`src/logic/rdrv_pkg.sv`:
```
`default_nettype none
package rdrv_pkg;
  localparam int NUM_LANES     = 4;
  localparam int CLK_PERIOD_NS = 10;
  localparam int PULSE_NS      = 100;
  localparam int RETRY_NS      = 200;
  // least times, rounded up to whole cycles
  localparam int PULSE_CYC     = (PULSE_NS + CLK_PERIOD_NS - 1) / CLK_PERIOD_NS;
  localparam int RETRY_CYC     = (RETRY_NS + CLK_PERIOD_NS - 1) / CLK_PERIOD_NS;
  localparam int CNT_W         = 8;
  localparam int RETRY_MAX     = 3;
  localparam int RETRY_W       = 2;
  localparam int SYNC_W        = 16;

  localparam logic [31:0] ADDR_CTRL   = 32'h0000_0000;
  localparam logic [31:0] ADDR_STATUS = 32'h0000_0004;
  localparam int CTRL_TRIG_BIT   = 0;
  localparam int ST_DET_LSB      = 0;
  localparam int ST_PROBE_LSB    = 4;
  localparam int ST_BUSY_BIT     = 8;
  localparam int ST_EN_BIT       = 9;
  localparam int ST_LP_BIT       = 10;
  localparam int ST_BOOST_LSB    = 11;
  localparam int ST_DEEMPH_LSB   = 13;
  localparam int ST_SWING_BIT    = 15;

  typedef enum logic [1:0] {
    RDRV_LVL_0DB   = 2'h0,
    RDRV_LVL_3P5DB = 2'h1,
    RDRV_LVL_6DB   = 2'h2
  } rdrv_level_e;

  // upper select bit wins regardless of the lower one
  function automatic rdrv_level_e rdrv_decode_level(input logic hi, input logic lo);
    if (hi)
      return RDRV_LVL_6DB;
    else if (lo)
      return RDRV_LVL_3P5DB;
    else
      return RDRV_LVL_0DB;
  endfunction : rdrv_decode_level
endpackage : rdrv_pkg
`default_nettype wire

```
`src/logic/rdrv_lane_if.sv`:
```
`timescale 1ns/1ps
`default_nettype none
interface rdrv_lane_if;
  logic start;
  logic clear;
  logic active;
  logic others_found;
  logic rx_sense;
  logic detected;
  logic probing;
  logic busy;
  modport ctl  (output start, clear, active, others_found, rx_sense, input detected, probing, busy);
  modport lane (input start, clear, active, others_found, rx_sense, output detected, probing, busy);
endinterface : rdrv_lane_if
`default_nettype wire

```
`src/logic/rdrv_sync.sv`:
```
`timescale 1ns/1ps
`default_nettype none
module rdrv_sync #(
  parameter int W = rdrv_pkg::SYNC_W
) (
  // clock and reset
  input  wire logic         hclk,
  input  wire logic         hresetn,
  // pins in, filtered levels out
  input  wire logic [W-1:0] din,
  output logic      [W-1:0] dout
);
  import rdrv_pkg::*;

  typedef struct packed {
    logic [W-1:0] s1;
    logic [W-1:0] s2;
    logic [W-1:0] s3;
    logic [W-1:0] out;
  } rdrv_sync_s;

  rdrv_sync_s q;
  rdrv_sync_s next_q;

  always_comb
  begin
    next_q     = q;
    next_q.s1  = din;
    next_q.s2  = q.s1;
    next_q.s3  = q.s2;
    // a change is taken only once stages two and three agree
    next_q.out = (~(q.s2 ^ q.s3) & q.s2) | ((q.s2 ^ q.s3) & q.out);
  end

  always_ff @(posedge hclk or negedge hresetn)
  begin
    if (!hresetn)
      q <= '0;
    else
      q <= next_q;
  end

  assign dout = q.out;
endmodule : rdrv_sync
`default_nettype wire

```
`src/logic/rdrv_lane_det.sv`:
```
`timescale 1ns/1ps
`default_nettype none
module rdrv_lane_det #(
  parameter int PULSE_LEN = rdrv_pkg::PULSE_CYC,
  parameter int RETRY_LEN = rdrv_pkg::RETRY_CYC,
  parameter int MAX_RETRY = rdrv_pkg::RETRY_MAX
) (
  // clock and reset
  input  wire logic  hclk,
  input  wire logic  hresetn,
  // control side
  rdrv_lane_if.lane  lk
);
  import rdrv_pkg::*;

  typedef enum logic [4:0] {
    LN_IDLE  = 5'h01,
    LN_PULSE = 5'h02,
    LN_WAIT  = 5'h04,
    LN_FOUND = 5'h08,
    LN_STOP  = 5'h10
  } rdrv_lane_st_e;

  typedef struct packed {
    rdrv_lane_st_e      st;
    logic [CNT_W-1:0]   cnt;
    logic [RETRY_W-1:0] retries;
    logic               detected;
  } rdrv_lane_s;

  rdrv_lane_s q;
  rdrv_lane_s next_q;

  always_comb
  begin
    next_q = q;
    unique case (q.st)
      LN_IDLE, LN_FOUND, LN_STOP:
        next_q.cnt = '0;
      LN_PULSE:
        if (q.cnt == CNT_W'(PULSE_LEN - 1))
        begin
          next_q.cnt = '0;
          if (lk.rx_sense)
          begin
            next_q.st       = LN_FOUND;
            next_q.detected = 1'b1;
          end
          else
            next_q.st = LN_WAIT;
        end
        else
          next_q.cnt = q.cnt + 1'b1;
      LN_WAIT:
        if (q.cnt == CNT_W'(RETRY_LEN - 1))
        begin
          next_q.cnt = '0;
          if (!lk.others_found)
            next_q.st = LN_PULSE;
          else if (q.retries == RETRY_W'(MAX_RETRY))
            next_q.st = LN_STOP;
          else
          begin
            next_q.retries = q.retries + 1'b1;
            next_q.st      = LN_PULSE;
          end
        end
        else
          next_q.cnt = q.cnt + 1'b1;
    endcase
    if (lk.start)
    begin
      next_q.st       = LN_PULSE;
      next_q.cnt      = '0;
      next_q.retries  = '0;
      next_q.detected = 1'b0;
    end
    // disabled lanes forget everything so a new sequence starts clean
    if (lk.clear || !lk.active)
    begin
      next_q.st       = LN_IDLE;
      next_q.cnt      = '0;
      next_q.retries  = '0;
      next_q.detected = 1'b0;
    end
  end

  always_ff @(posedge hclk or negedge hresetn)
  begin
    if (!hresetn)
    begin
      q    <= '0;
      q.st <= LN_IDLE;
    end
    else
      q <= next_q;
  end

  assign lk.detected = q.detected;
  assign lk.probing  = (q.st == LN_PULSE);
  assign lk.busy     = (q.st == LN_PULSE) || (q.st == LN_WAIT);

  logic [CNT_W-1:0] plen;
  always_ff @(posedge hclk or negedge hresetn)
  begin
    if (!hresetn)
      plen <= '0;
    else
      plen <= lk.probing ? plen + 1'b1 : '0;
  end

  property p_pulse_len;
    @(posedge hclk) disable iff (!hresetn)
      $fell(lk.probing) && $past(lk.active && !lk.clear && !lk.start) |-> plen == CNT_W'(PULSE_LEN);
  endproperty
  a_pulse_len: assert property (p_pulse_len) else $error("probe pulse length wrong");

  property p_giveup;
    @(posedge hclk) disable iff (!hresetn)
      $rose(q.st == LN_STOP) |-> q.retries == RETRY_W'(MAX_RETRY) && $past(lk.others_found);
  endproperty
  a_giveup: assert property (p_giveup) else $error("lane stopped before its retries were used");

  property p_unlimited;
    @(posedge hclk) disable iff (!hresetn)
      q.st == LN_WAIT && !lk.others_found |=> q.st != LN_STOP;
  endproperty
  a_unlimited: assert property (p_unlimited) else $error("lane stopped while no receiver was found");

  property p_latch;
    @(posedge hclk) disable iff (!hresetn)
      lk.detected && !lk.clear && lk.active && !lk.start |=> lk.detected;
  endproperty
  a_latch: assert property (p_latch) else $error("detected flag dropped");

  property p_clear;
    @(posedge hclk) disable iff (!hresetn)
      lk.clear |=> !lk.detected && q.retries == '0 && !lk.busy;
  endproperty
  a_clear: assert property (p_clear) else $error("clear did not reset lane");
endmodule : rdrv_lane_det
`default_nettype wire

```
`src/logic/rdrv_ctrl.sv`:
```
// What this block does
// four identical lanes, each with own receiver and idle detection
// enable high at power-up starts receiver detection automatically
// trigger rising edge with enable high starts detection; otherwise none
// while detecting, stay in standby with lane outputs off
// with no receiver found anywhere, each lane retries forever
// once one lane finds a receiver, others retry at most three times
// a detected lane gets its driver and idle detection enabled
// board logic should pulse enable low after a slow supply ramp
// enabled lane squelches below idle threshold, drives above it
// power-save: lanes 1-3 detection off, they follow lane 0
// normal mode: every lane detects independently
// power-save select high is power-save, low is normal
// enable low is standby with outputs off, high is normal
// boost select: 00 none, 01 3.5 dB, upper bit 6 dB
// deemphasis select: 00 none, 01 3.5 dB, upper bit 6 dB
// swing select 0 full swing, 1 reduced swing
// probe pulse about 100 ns, retry interval about 200 ns
// undriven inputs read low: standby, no boost, full swing, normal
// inputs synchronised, trigger edge detected, per-lane retry count and flag
// enable falling clears all flags and retry counts
`timescale 1ns/1ps
`default_nettype none
module rdrv_ctrl (
  // clock and reset
  input  wire logic                           hclk,
  input  wire logic                           hresetn,
  // ahb-lite slave
  input  wire logic                           hsel,
  input  wire logic [31:0]                    haddr,
  input  wire logic [1:0]                     htrans,
  input  wire logic                           hwrite,
  input  wire logic [2:0]                     hsize,
  input  wire logic [31:0]                    hwdata,
  input  wire logic                           hready,
  output logic      [31:0]                    hrdata,
  output logic                                hreadyout,
  output logic                                hresp,
  // static control pins
  input  wire logic                           dev_enable,
  input  wire logic                           detect_trigger_in,
  input  wire logic                           low_power_sel,
  input  wire logic                           swing_reduce_sel,
  input  wire logic                           rx_boost_sel_hi,
  input  wire logic                           rx_boost_sel_lo,
  input  wire logic                           tx_deemph_sel_hi,
  input  wire logic                           tx_deemph_sel_lo,
  // analog sense per lane
  input  wire logic [rdrv_pkg::NUM_LANES-1:0] rx_sense,
  input  wire logic [rdrv_pkg::NUM_LANES-1:0] idle_below,
  // analog settings
  output rdrv_pkg::rdrv_level_e               rx_boost_level,
  output rdrv_pkg::rdrv_level_e               tx_deemph_level,
  output logic                                swing_reduced,
  output logic                                standby,
  // lane controls
  output logic      [rdrv_pkg::NUM_LANES-1:0] lane_drive_en,
  output logic      [rdrv_pkg::NUM_LANES-1:0] lane_squelch,
  output logic      [rdrv_pkg::NUM_LANES-1:0] idle_det_en,
  output logic      [rdrv_pkg::NUM_LANES-1:0] rx_probe
);
  import rdrv_pkg::*;

  typedef struct packed {
    logic                 en_d;
    logic                 trig_d;
    logic                 sw_trig;
    logic                 dphase;
    logic                 dwrite;
    logic                 dctrl;
    logic [31:0]          rdata;
    rdrv_level_e          boost;
    rdrv_level_e          deemph;
    logic                 swing;
    logic                 standby;
    logic [NUM_LANES-1:0] drive_en;
    logic [NUM_LANES-1:0] squelch;
    logic [NUM_LANES-1:0] idle_en;
    logic [NUM_LANES-1:0] probe;
  } rdrv_ctrl_s;

  rdrv_ctrl_s q;
  rdrv_ctrl_s next_q;

  // every pin passes the three-stage filter
  logic [SYNC_W-1:0] pins_s;
  rdrv_sync #(
    .W (SYNC_W)
  ) u_sync (
    .hclk    (hclk),
    .hresetn (hresetn),
    .din     ({dev_enable, detect_trigger_in, low_power_sel, swing_reduce_sel,
                rx_boost_sel_hi, rx_boost_sel_lo, tx_deemph_sel_hi, tx_deemph_sel_lo,
                rx_sense, idle_below}),
    .dout    (pins_s)
  );

  logic                 en_s;
  logic                 trig_s;
  logic                 lp_s;
  logic                 swing_s;
  logic                 bhi_s;
  logic                 blo_s;
  logic                 dhi_s;
  logic                 dlo_s;
  logic [NUM_LANES-1:0] rx_s;
  logic [NUM_LANES-1:0] idle_s;
  assign {en_s, trig_s, lp_s, swing_s, bhi_s, blo_s, dhi_s, dlo_s, rx_s, idle_s} = pins_s;

  logic start;
  logic any_busy;
  logic [NUM_LANES-1:0] det;
  logic [NUM_LANES-1:0] probing;
  logic [NUM_LANES-1:0] busy;

  // enable rise covers power-up, since the filtered level leaves reset low
  assign start = (en_s && !q.en_d)
               || (en_s && trig_s && !q.trig_d)
               || (en_s && q.sw_trig);
  assign any_busy = |busy;

  genvar gi;
  generate
    for (gi = 0; gi < NUM_LANES; gi++)
    begin : g_lane
      rdrv_lane_if lk ();
      assign lk.start        = start;
      assign lk.clear        = !en_s;
      assign lk.active       = (gi == 0) || !lp_s;
      assign lk.others_found = |(det & ~(NUM_LANES'(1) << gi));
      assign lk.rx_sense     = rx_s[gi];
      assign det[gi]         = lk.detected;
      assign probing[gi]     = lk.probing;
      assign busy[gi]        = lk.busy;
      rdrv_lane_det u_det (
        .hclk    (hclk),
        .hresetn (hresetn),
        .lk      (lk)
      );
    end
  endgenerate

  // in power-save every lane copies lane 0's detected flag and idle level
  logic [NUM_LANES-1:0] det_eff;
  logic [NUM_LANES-1:0] idle_eff;
  logic [NUM_LANES-1:0] next_drive;
  always_comb
  begin
    for (int i = 0; i < NUM_LANES; i++)
    begin
      det_eff[i]    = lp_s ? det[0] : det[i];
      idle_eff[i]   = lp_s ? idle_s[0] : idle_s[i];
      next_drive[i] = en_s && !any_busy && det_eff[i];
    end
  end

  logic        addr_ok;
  logic [31:0] status_word;
  always_comb
  begin
    addr_ok     = hsel && htrans[1] && hready;
    status_word = '0;
    status_word[ST_DET_LSB +: NUM_LANES]   = det_eff;
    status_word[ST_PROBE_LSB +: NUM_LANES] = probing;
    status_word[ST_BUSY_BIT]               = any_busy;
    status_word[ST_EN_BIT]                 = en_s;
    status_word[ST_LP_BIT]                 = lp_s;
    status_word[ST_BOOST_LSB +: 2]         = q.boost;
    status_word[ST_DEEMPH_LSB +: 2]        = q.deemph;
    status_word[ST_SWING_BIT]              = q.swing;
  end

  always_comb
  begin
    next_q          = q;
    next_q.en_d     = en_s;
    next_q.trig_d   = trig_s;
    next_q.boost    = rdrv_decode_level(bhi_s, blo_s);
    next_q.deemph   = rdrv_decode_level(dhi_s, dlo_s);
    next_q.swing    = swing_s;
    next_q.standby  = !en_s || any_busy;
    next_q.drive_en = next_drive;
    next_q.squelch  = next_drive & idle_eff;
    next_q.idle_en  = next_drive & (lp_s ? NUM_LANES'(1) : {NUM_LANES{1'b1}});
    next_q.probe    = probing;
    // write to the trigger bit gives a single-cycle start request
    next_q.sw_trig  = q.dphase && q.dwrite && q.dctrl && hwdata[CTRL_TRIG_BIT];
    next_q.dphase   = addr_ok;
    next_q.dwrite   = addr_ok && hwrite;
    next_q.dctrl    = addr_ok && (haddr == ADDR_CTRL);
    // read data captured at the address phase; unmapped reads give zero
    if (addr_ok && !hwrite && haddr == ADDR_STATUS)
      next_q.rdata = status_word;
    else
      next_q.rdata = '0;
  end

  always_ff @(posedge hclk or negedge hresetn)
  begin
    if (!hresetn)
    begin
      q         <= '0;
      q.standby <= 1'b1;
    end
    else
      q <= next_q;
  end

  // zero-wait slave, never errors
  assign hreadyout       = 1'b1;
  assign hresp           = 1'b0;
  assign hrdata          = q.rdata;
  assign rx_boost_level  = q.boost;
  assign tx_deemph_level = q.deemph;
  assign swing_reduced   = q.swing;
  assign standby         = q.standby;
  assign lane_drive_en   = q.drive_en;
  assign lane_squelch    = q.squelch;
  assign idle_det_en     = q.idle_en;
  assign rx_probe        = q.probe;

  property p_busy_off;
    @(posedge hclk) disable iff (!hresetn)
      any_busy |=> lane_drive_en == '0 && standby;
  endproperty
  a_busy_off: assert property (p_busy_off) else $error("outputs on during detection");

  property p_en_off;
    @(posedge hclk) disable iff (!hresetn)
      !en_s |=> lane_drive_en == '0 && standby && !any_busy;
  endproperty
  a_en_off: assert property (p_en_off) else $error("outputs on while disabled");

  property p_powerup;
    @(posedge hclk) disable iff (!hresetn)
      en_s && !q.en_d |=> any_busy ##1 rx_probe[0];
  endproperty
  a_powerup: assert property (p_powerup) else $error("enable rise did not start detection");

  property p_trig;
    @(posedge hclk) disable iff (!hresetn)
      en_s && $rose(trig_s) && $past(en_s) |=> probing[0];
  endproperty
  a_trig: assert property (p_trig) else $error("trigger edge did not start detection");

  property p_boost;
    @(posedge hclk) disable iff (!hresetn)
      bhi_s |=> rx_boost_level == RDRV_LVL_6DB;
  endproperty
  a_boost: assert property (p_boost) else $error("boost decode wrong");

  property p_deemph;
    @(posedge hclk) disable iff (!hresetn)
      !dhi_s && dlo_s |=> tx_deemph_level == RDRV_LVL_3P5DB;
  endproperty
  a_deemph: assert property (p_deemph) else $error("deemphasis decode wrong");

  property p_swing;
    @(posedge hclk) disable iff (!hresetn)
      swing_s != $past(swing_s) |=> swing_reduced == $past(swing_s);
  endproperty
  a_swing: assert property (p_swing) else $error("swing select not followed");

  property p_psave;
    @(posedge hclk) disable iff (!hresetn)
      lp_s ##1 lp_s |=> rx_probe[NUM_LANES-1:1] == '0 && idle_det_en[NUM_LANES-1:1] == '0;
  endproperty
  a_psave: assert property (p_psave) else $error("slaved lanes still detecting");

  property p_squelch;
    @(posedge hclk) disable iff (!hresetn)
      lane_drive_en[0] && !lane_squelch[0] |-> !$past(idle_eff[0]);
  endproperty
  a_squelch: assert property (p_squelch) else $error("lane driven while input idle");

  property p_drv_stby;
    @(posedge hclk) disable iff (!hresetn)
      lane_drive_en != '0 |-> !standby;
  endproperty
  a_drv_stby: assert property (p_drv_stby) else $error("driver on in standby");

  property p_drv_en;
    @(posedge hclk) disable iff (!hresetn)
      lane_drive_en != '0 |-> $past(en_s);
  endproperty
  a_drv_en: assert property (p_drv_en) else $error("driver on without enable");

  property p_idle_drv;
    @(posedge hclk) disable iff (!hresetn)
      (idle_det_en & ~lane_drive_en) == '0;
  endproperty
  a_idle_drv: assert property (p_idle_drv) else $error("idle detect on undriven lane");

  property p_sq_drv;
    @(posedge hclk) disable iff (!hresetn)
      (lane_squelch & ~lane_drive_en) == '0;
  endproperty
  a_sq_drv: assert property (p_sq_drv) else $error("squelch on undriven lane");

  property p_norm_idle;
    @(posedge hclk) disable iff (!hresetn)
      !lp_s |=> idle_det_en == lane_drive_en;
  endproperty
  a_norm_idle: assert property (p_norm_idle) else $error("idle detect not per lane");
endmodule : rdrv_ctrl
`default_nettype wire

```
`config.mk`:
```
export PLATFORM = sky130hd
export DESIGN_NAME = rdrv_ctrl
export DESIGN_NICKNAME = d
export VERILOG_FILES = /design/src/logic/rdrv_pkg.sv /design/src/logic/rdrv_lane_if.sv /design/src/logic/rdrv_sync.sv /design/src/logic/rdrv_lane_det.sv /design/src/logic/rdrv_ctrl.sv
export SDC_FILE = /design/constraint.sdc
export NUM_CORES = 1
export LEC_CHECK = 0
export ABC_AREA = 0
export ABC_CLOCK_PERIOD_IN_PS = 2600
export BUFFER_PORTS_ARGS = -buffer_cell sky130_fd_sc_hd__buf_4
export CORE_ASPECT_RATIO = 0.8
export CORE_MARGIN = 2
export CORE_UTILIZATION = 45
export CTS_BUF_LIST = sky130_fd_sc_hd__clkbuf_8
export CTS_CLUSTER_DIAMETER = 60
export DETAILED_ROUTE_END_ITERATION = 8
export PLACE_DENSITY_LB_ADDON = 0.1
export SLEW_MARGIN = 10
export SYNTH_ARGS = -nofsm -noshare
export SYNTH_HDL_FRONTEND = slang
export SYNTH_SLANG_ARGS = --single-unit
```
`constraint.sdc`:
```
create_clock -name hclk -period 2.6 [get_ports hclk]
set_input_delay 0.78 -clock hclk [delete_from_list [all_inputs] [get_ports hclk]]
set_output_delay 0.78 -clock hclk [all_outputs]
set_load 0.03 [all_outputs]
```
==> results.sh <==
export IMPL_path_clk_slew_ps=90
export IMPL_drt_pass1_iter_count=4
export IMPL_slowest_delay_ps=580
export IMPL_relSlewSlack_pct=56.5
export IMPL_grt_pass1_wl_um=21500
export IMPL_synth_common_cells="166 x dfrtp_1, 55 x buf_4, 45 x nor2_1"
export IMPL_ys_flop_type="dfrtp_1"
export IMPL_path_cells="nor2b_1 -> and3_1 -> nand3_1 -> mux2_2"
export IMPL_dr_total_vias=4312
export IMPL_pwr_density_cell_nw_per_um2=633
export IMPL_setup_ws_ps=514
export IMPL_endpoint="g_lane[1].u_det.q[15]$_DFFE_PN0P_"
export IMPL_crit_reg2reg_capture="g_lane[1].u_det.q[15]$_DFFE_PN0P_"
export IMPL_ant_nets=0
export IMPL_synth_edf_count=0
export IMPL_drt_first_iter_violations=254
export IMPL_cp_required_ps=2930
export IMPL_startpoint_type="flip-flop"
export IMPL_cts_max_level=4
export IMPL_synthDistinctLibCells=57
export IMPL_wl_um=12800
export IMPL_post_synth_top_area_fraction_pct=59.0
export IMPL_rows=40
export IMPL_synth_area_leaders="dfrtp_1 59%, buf_4 5.9%, nor2_1 2.4%"
export IMPL_fp_dieH_um=116
export IMPL_worst_pin_slew_ps=651
export IMPL_worstSetupEndpointType="flip-flop"
export IMPL_hold_violations=0
export IMPL_die_w_um=144
export IMPL_root_buffer="clkbuf_8"
export IMPL_grt_antenna_before_repair=0
export IMPL_ys_async_sr_fraction_pct=100
export IMPL_wl_per_cell_um=14.7
export IMPL_period_minus_slack_ps=2090
export IMPL_cts_buffers=17
export IMPL_outcome="complete, no violations"
export IMPL_multiInputGateArea_um2=2320
export IMPL_netlist_instances=577
export IMPL_cp_arrival_ps=2420
export IMPL_slew_violations=0
export IMPL_ir_worst_vdd_mv=0.378
export IMPL_syn_area_um2=7040
export IMPL_vias_per_cell=4.96
export IMPL_cts_resized=0
export IMPL_gp_congestion=0.833
export IMPL_globalRouteOverflowTotal=0
export IMPL_layout_drive_gt1_share_pct=23.2
export IMPL_nFillCells=1334
export IMPL_max_freq_mhz=479
export IMPL_finalCritPeriodShare_pct=80.2
export IMPL_cts_hold_buffers_added=0
export IMPL_grt_usage_pct=16.8
export IMPL_fp_dieArea_um2=16700
export IMPL_cts_tree="yes"
export IMPL_seq_area_frac_synth_pct=60.8
export IMPL_nets=748
export IMPL_regArea_um2=4290
export IMPL_dp_slack_ps=289
export IMPL_rsz0062_at_grt="false"
export IMPL_n_antenna_cell=0
export IMPL_crit_type="reg -> reg"
export IMPL_grt_pass1_vias=4419
export IMPL_setup_viol=0
export IMPL_core_area_um2=15200
export IMPL_synth_seq_cells=171
export IMPL_start_util_pct=46.4
export IMPL_clock_skew_ps=16.2
export IMPL_power_leakage_uw=0.00368
export IMPL_cts_setup_buffers=0
export IMPL_clockBufferDepth=2
export IMPL_area_growth_pct=14.8
export IMPL_rr_worst_depth=4
export IMPL_remaining_drc_errors=0
export IMPL_holdWs_ps=217
export IMPL_synth_most_common_cell="dfrtp_1"
export IMPL_syn_area_per_cell_um2=12.2
export IMPL_hpwl_um=8970
export IMPL_tns_ps=0
export IMPL_yosysWarnings=0
export IMPL_crit_fanout=11
export IMPL_grt_max_degree=59
export IMPL_clk_latency_ps=460
export IMPL_hp_class="in -> async"
export IMPL_slowest_stage="dfrtp_1"
export IMPL_portBuffers=92
export IMPL_cts_sinks=171
export IMPL_ios=146
export IMPL_synth_top_area_cell="dfrtp_1"
export IMPL_reg2reg_slack_ps=510
export IMPL_fin_cells=869
export IMPL_max_cap_viol_count=0
export IMPL_placed_cells=837
[worst max-delay path, delay by kind of cell (launching register included)]
family	cells	cell delay [ps]
flops	1	580
simple gates	3	1040
mux	1	350
[layout make-up]
cell class                 count  share of cell area, %
sequential                   171                   53.0
multi-input combinational    344                   28.7
timing repair buffer          98                   9.46
tap                          210                   3.25
clock buffer                  19                   3.23
clock inverter                13                   1.73
inverter                      14                  0.650
[where the power goes]
part / leakage, µW / switching [µW] / internal (µW) / total [µW]
Sequential: 0.00220 / 67.1 / 2760 / 2830
Combinational: 0.00127 / 235 / 160 / 395
Clock: 0.000206 / 977 / 913 / 1890
Total: 0.00368 / 1280 / 3840 / 5120
[layer usage]
metal | share of wire (%) | vias up | GRT usage (%)
met5 | 0 | - | 0
met4 | 0.34 | 0 | 4.18
met3 | 5.8 | 6 | 5.83
li1 | - | 2063 | -
met2 | 46 | 126 | 25.7
met1 | 48 | 2117 | 23.3
[flip-flops by register name, summed over array words and instances (netlist names), named ones only]
register,flops
standby,1
u_sync.q,16
lane_squelch,4
g_lane.u_det.q,60
u_sync.next_q,32
tx_deemph_level,2
hrdata,16
g_lane.u_det.lk.detected,4
idle_det_en,4
lane_drive_en,3
q,6
rx_boost_level,2
rx_probe,4
swing_reduced,1
[cell usage in the layout, fill, tap and decap left out, types with 6 or more instances in the layout]
cell / count
and4_1: 7
xor2_1: 13
o21ai_0: 6
conb_1: 18
maj3_1: 16
nand4_1: 10
a21oi_1: 19
xnor2_1: 13
nor2b_1: 12
a211oi_1: 8
or3_1: 6
nor4_1: 8
inv_1: 15
clkbuf_8: 19
and3b_1: 7
and3_1: 8
nor3_1: 16
ha_1: 12
and2_1: 15
buf_4: 95
nand3_1: 17
nand2_1: 13
nand2b_1: 15
dfrtp_1: 166
nor2_1: 45
[stage by stage]
stage	instance area, µm²	power, µW	utilization, %
floorplan	7100	3120	-
global placement	7680	3280	50.7
detailed placement	7680	3290	50.7
CTS	8080	5190	53.3
global route	8080	5360	53.3
finish	8080	5120	53.3
[worst min path at each step]
stage,startpoint,end,slack (ps),cells past startpoint
after detailed placement,u_sync.next_q[37]$_DFF_PN0_,u_sync.next_q[21]$_DFF_PN0_,330,0
after global placement,u_sync.next_q[42]$_DFF_PN0_,u_sync.next_q[26]$_DFF_PN0_,330,0
after floorplan,u_sync.next_q[32]$_DFF_PN0_,u_sync.next_q[16]$_DFF_PN0_,330,0
after CTS,hresetn,g_lane[2].u_det.q[3]$_DFF_PN0_,200,1
after global routing,hresetn,g_lane[3].u_det.q[5]$_DFF_PN0_,200,1
final,hresetn,g_lane[2].u_det.q[3]$_DFF_PN0_,220,1
[kinds of logic after synthesis]
kind of cell             count (synthesis)  synth area share (%)
AO/OA/AOI/OAI                           69                  6.57
XOR/XNOR                                26                  3.23
adder cells (fa/ha/maj)                 28                  4.41
buffers and inverters                   78                  7.11
flip-flops                             171                  60.8
multiplexers                             5                 0.782
other                                    2                 0.107
AND/OR/NAND/NOR                        198                  16.9
Power figures use the tool's default switching activity.
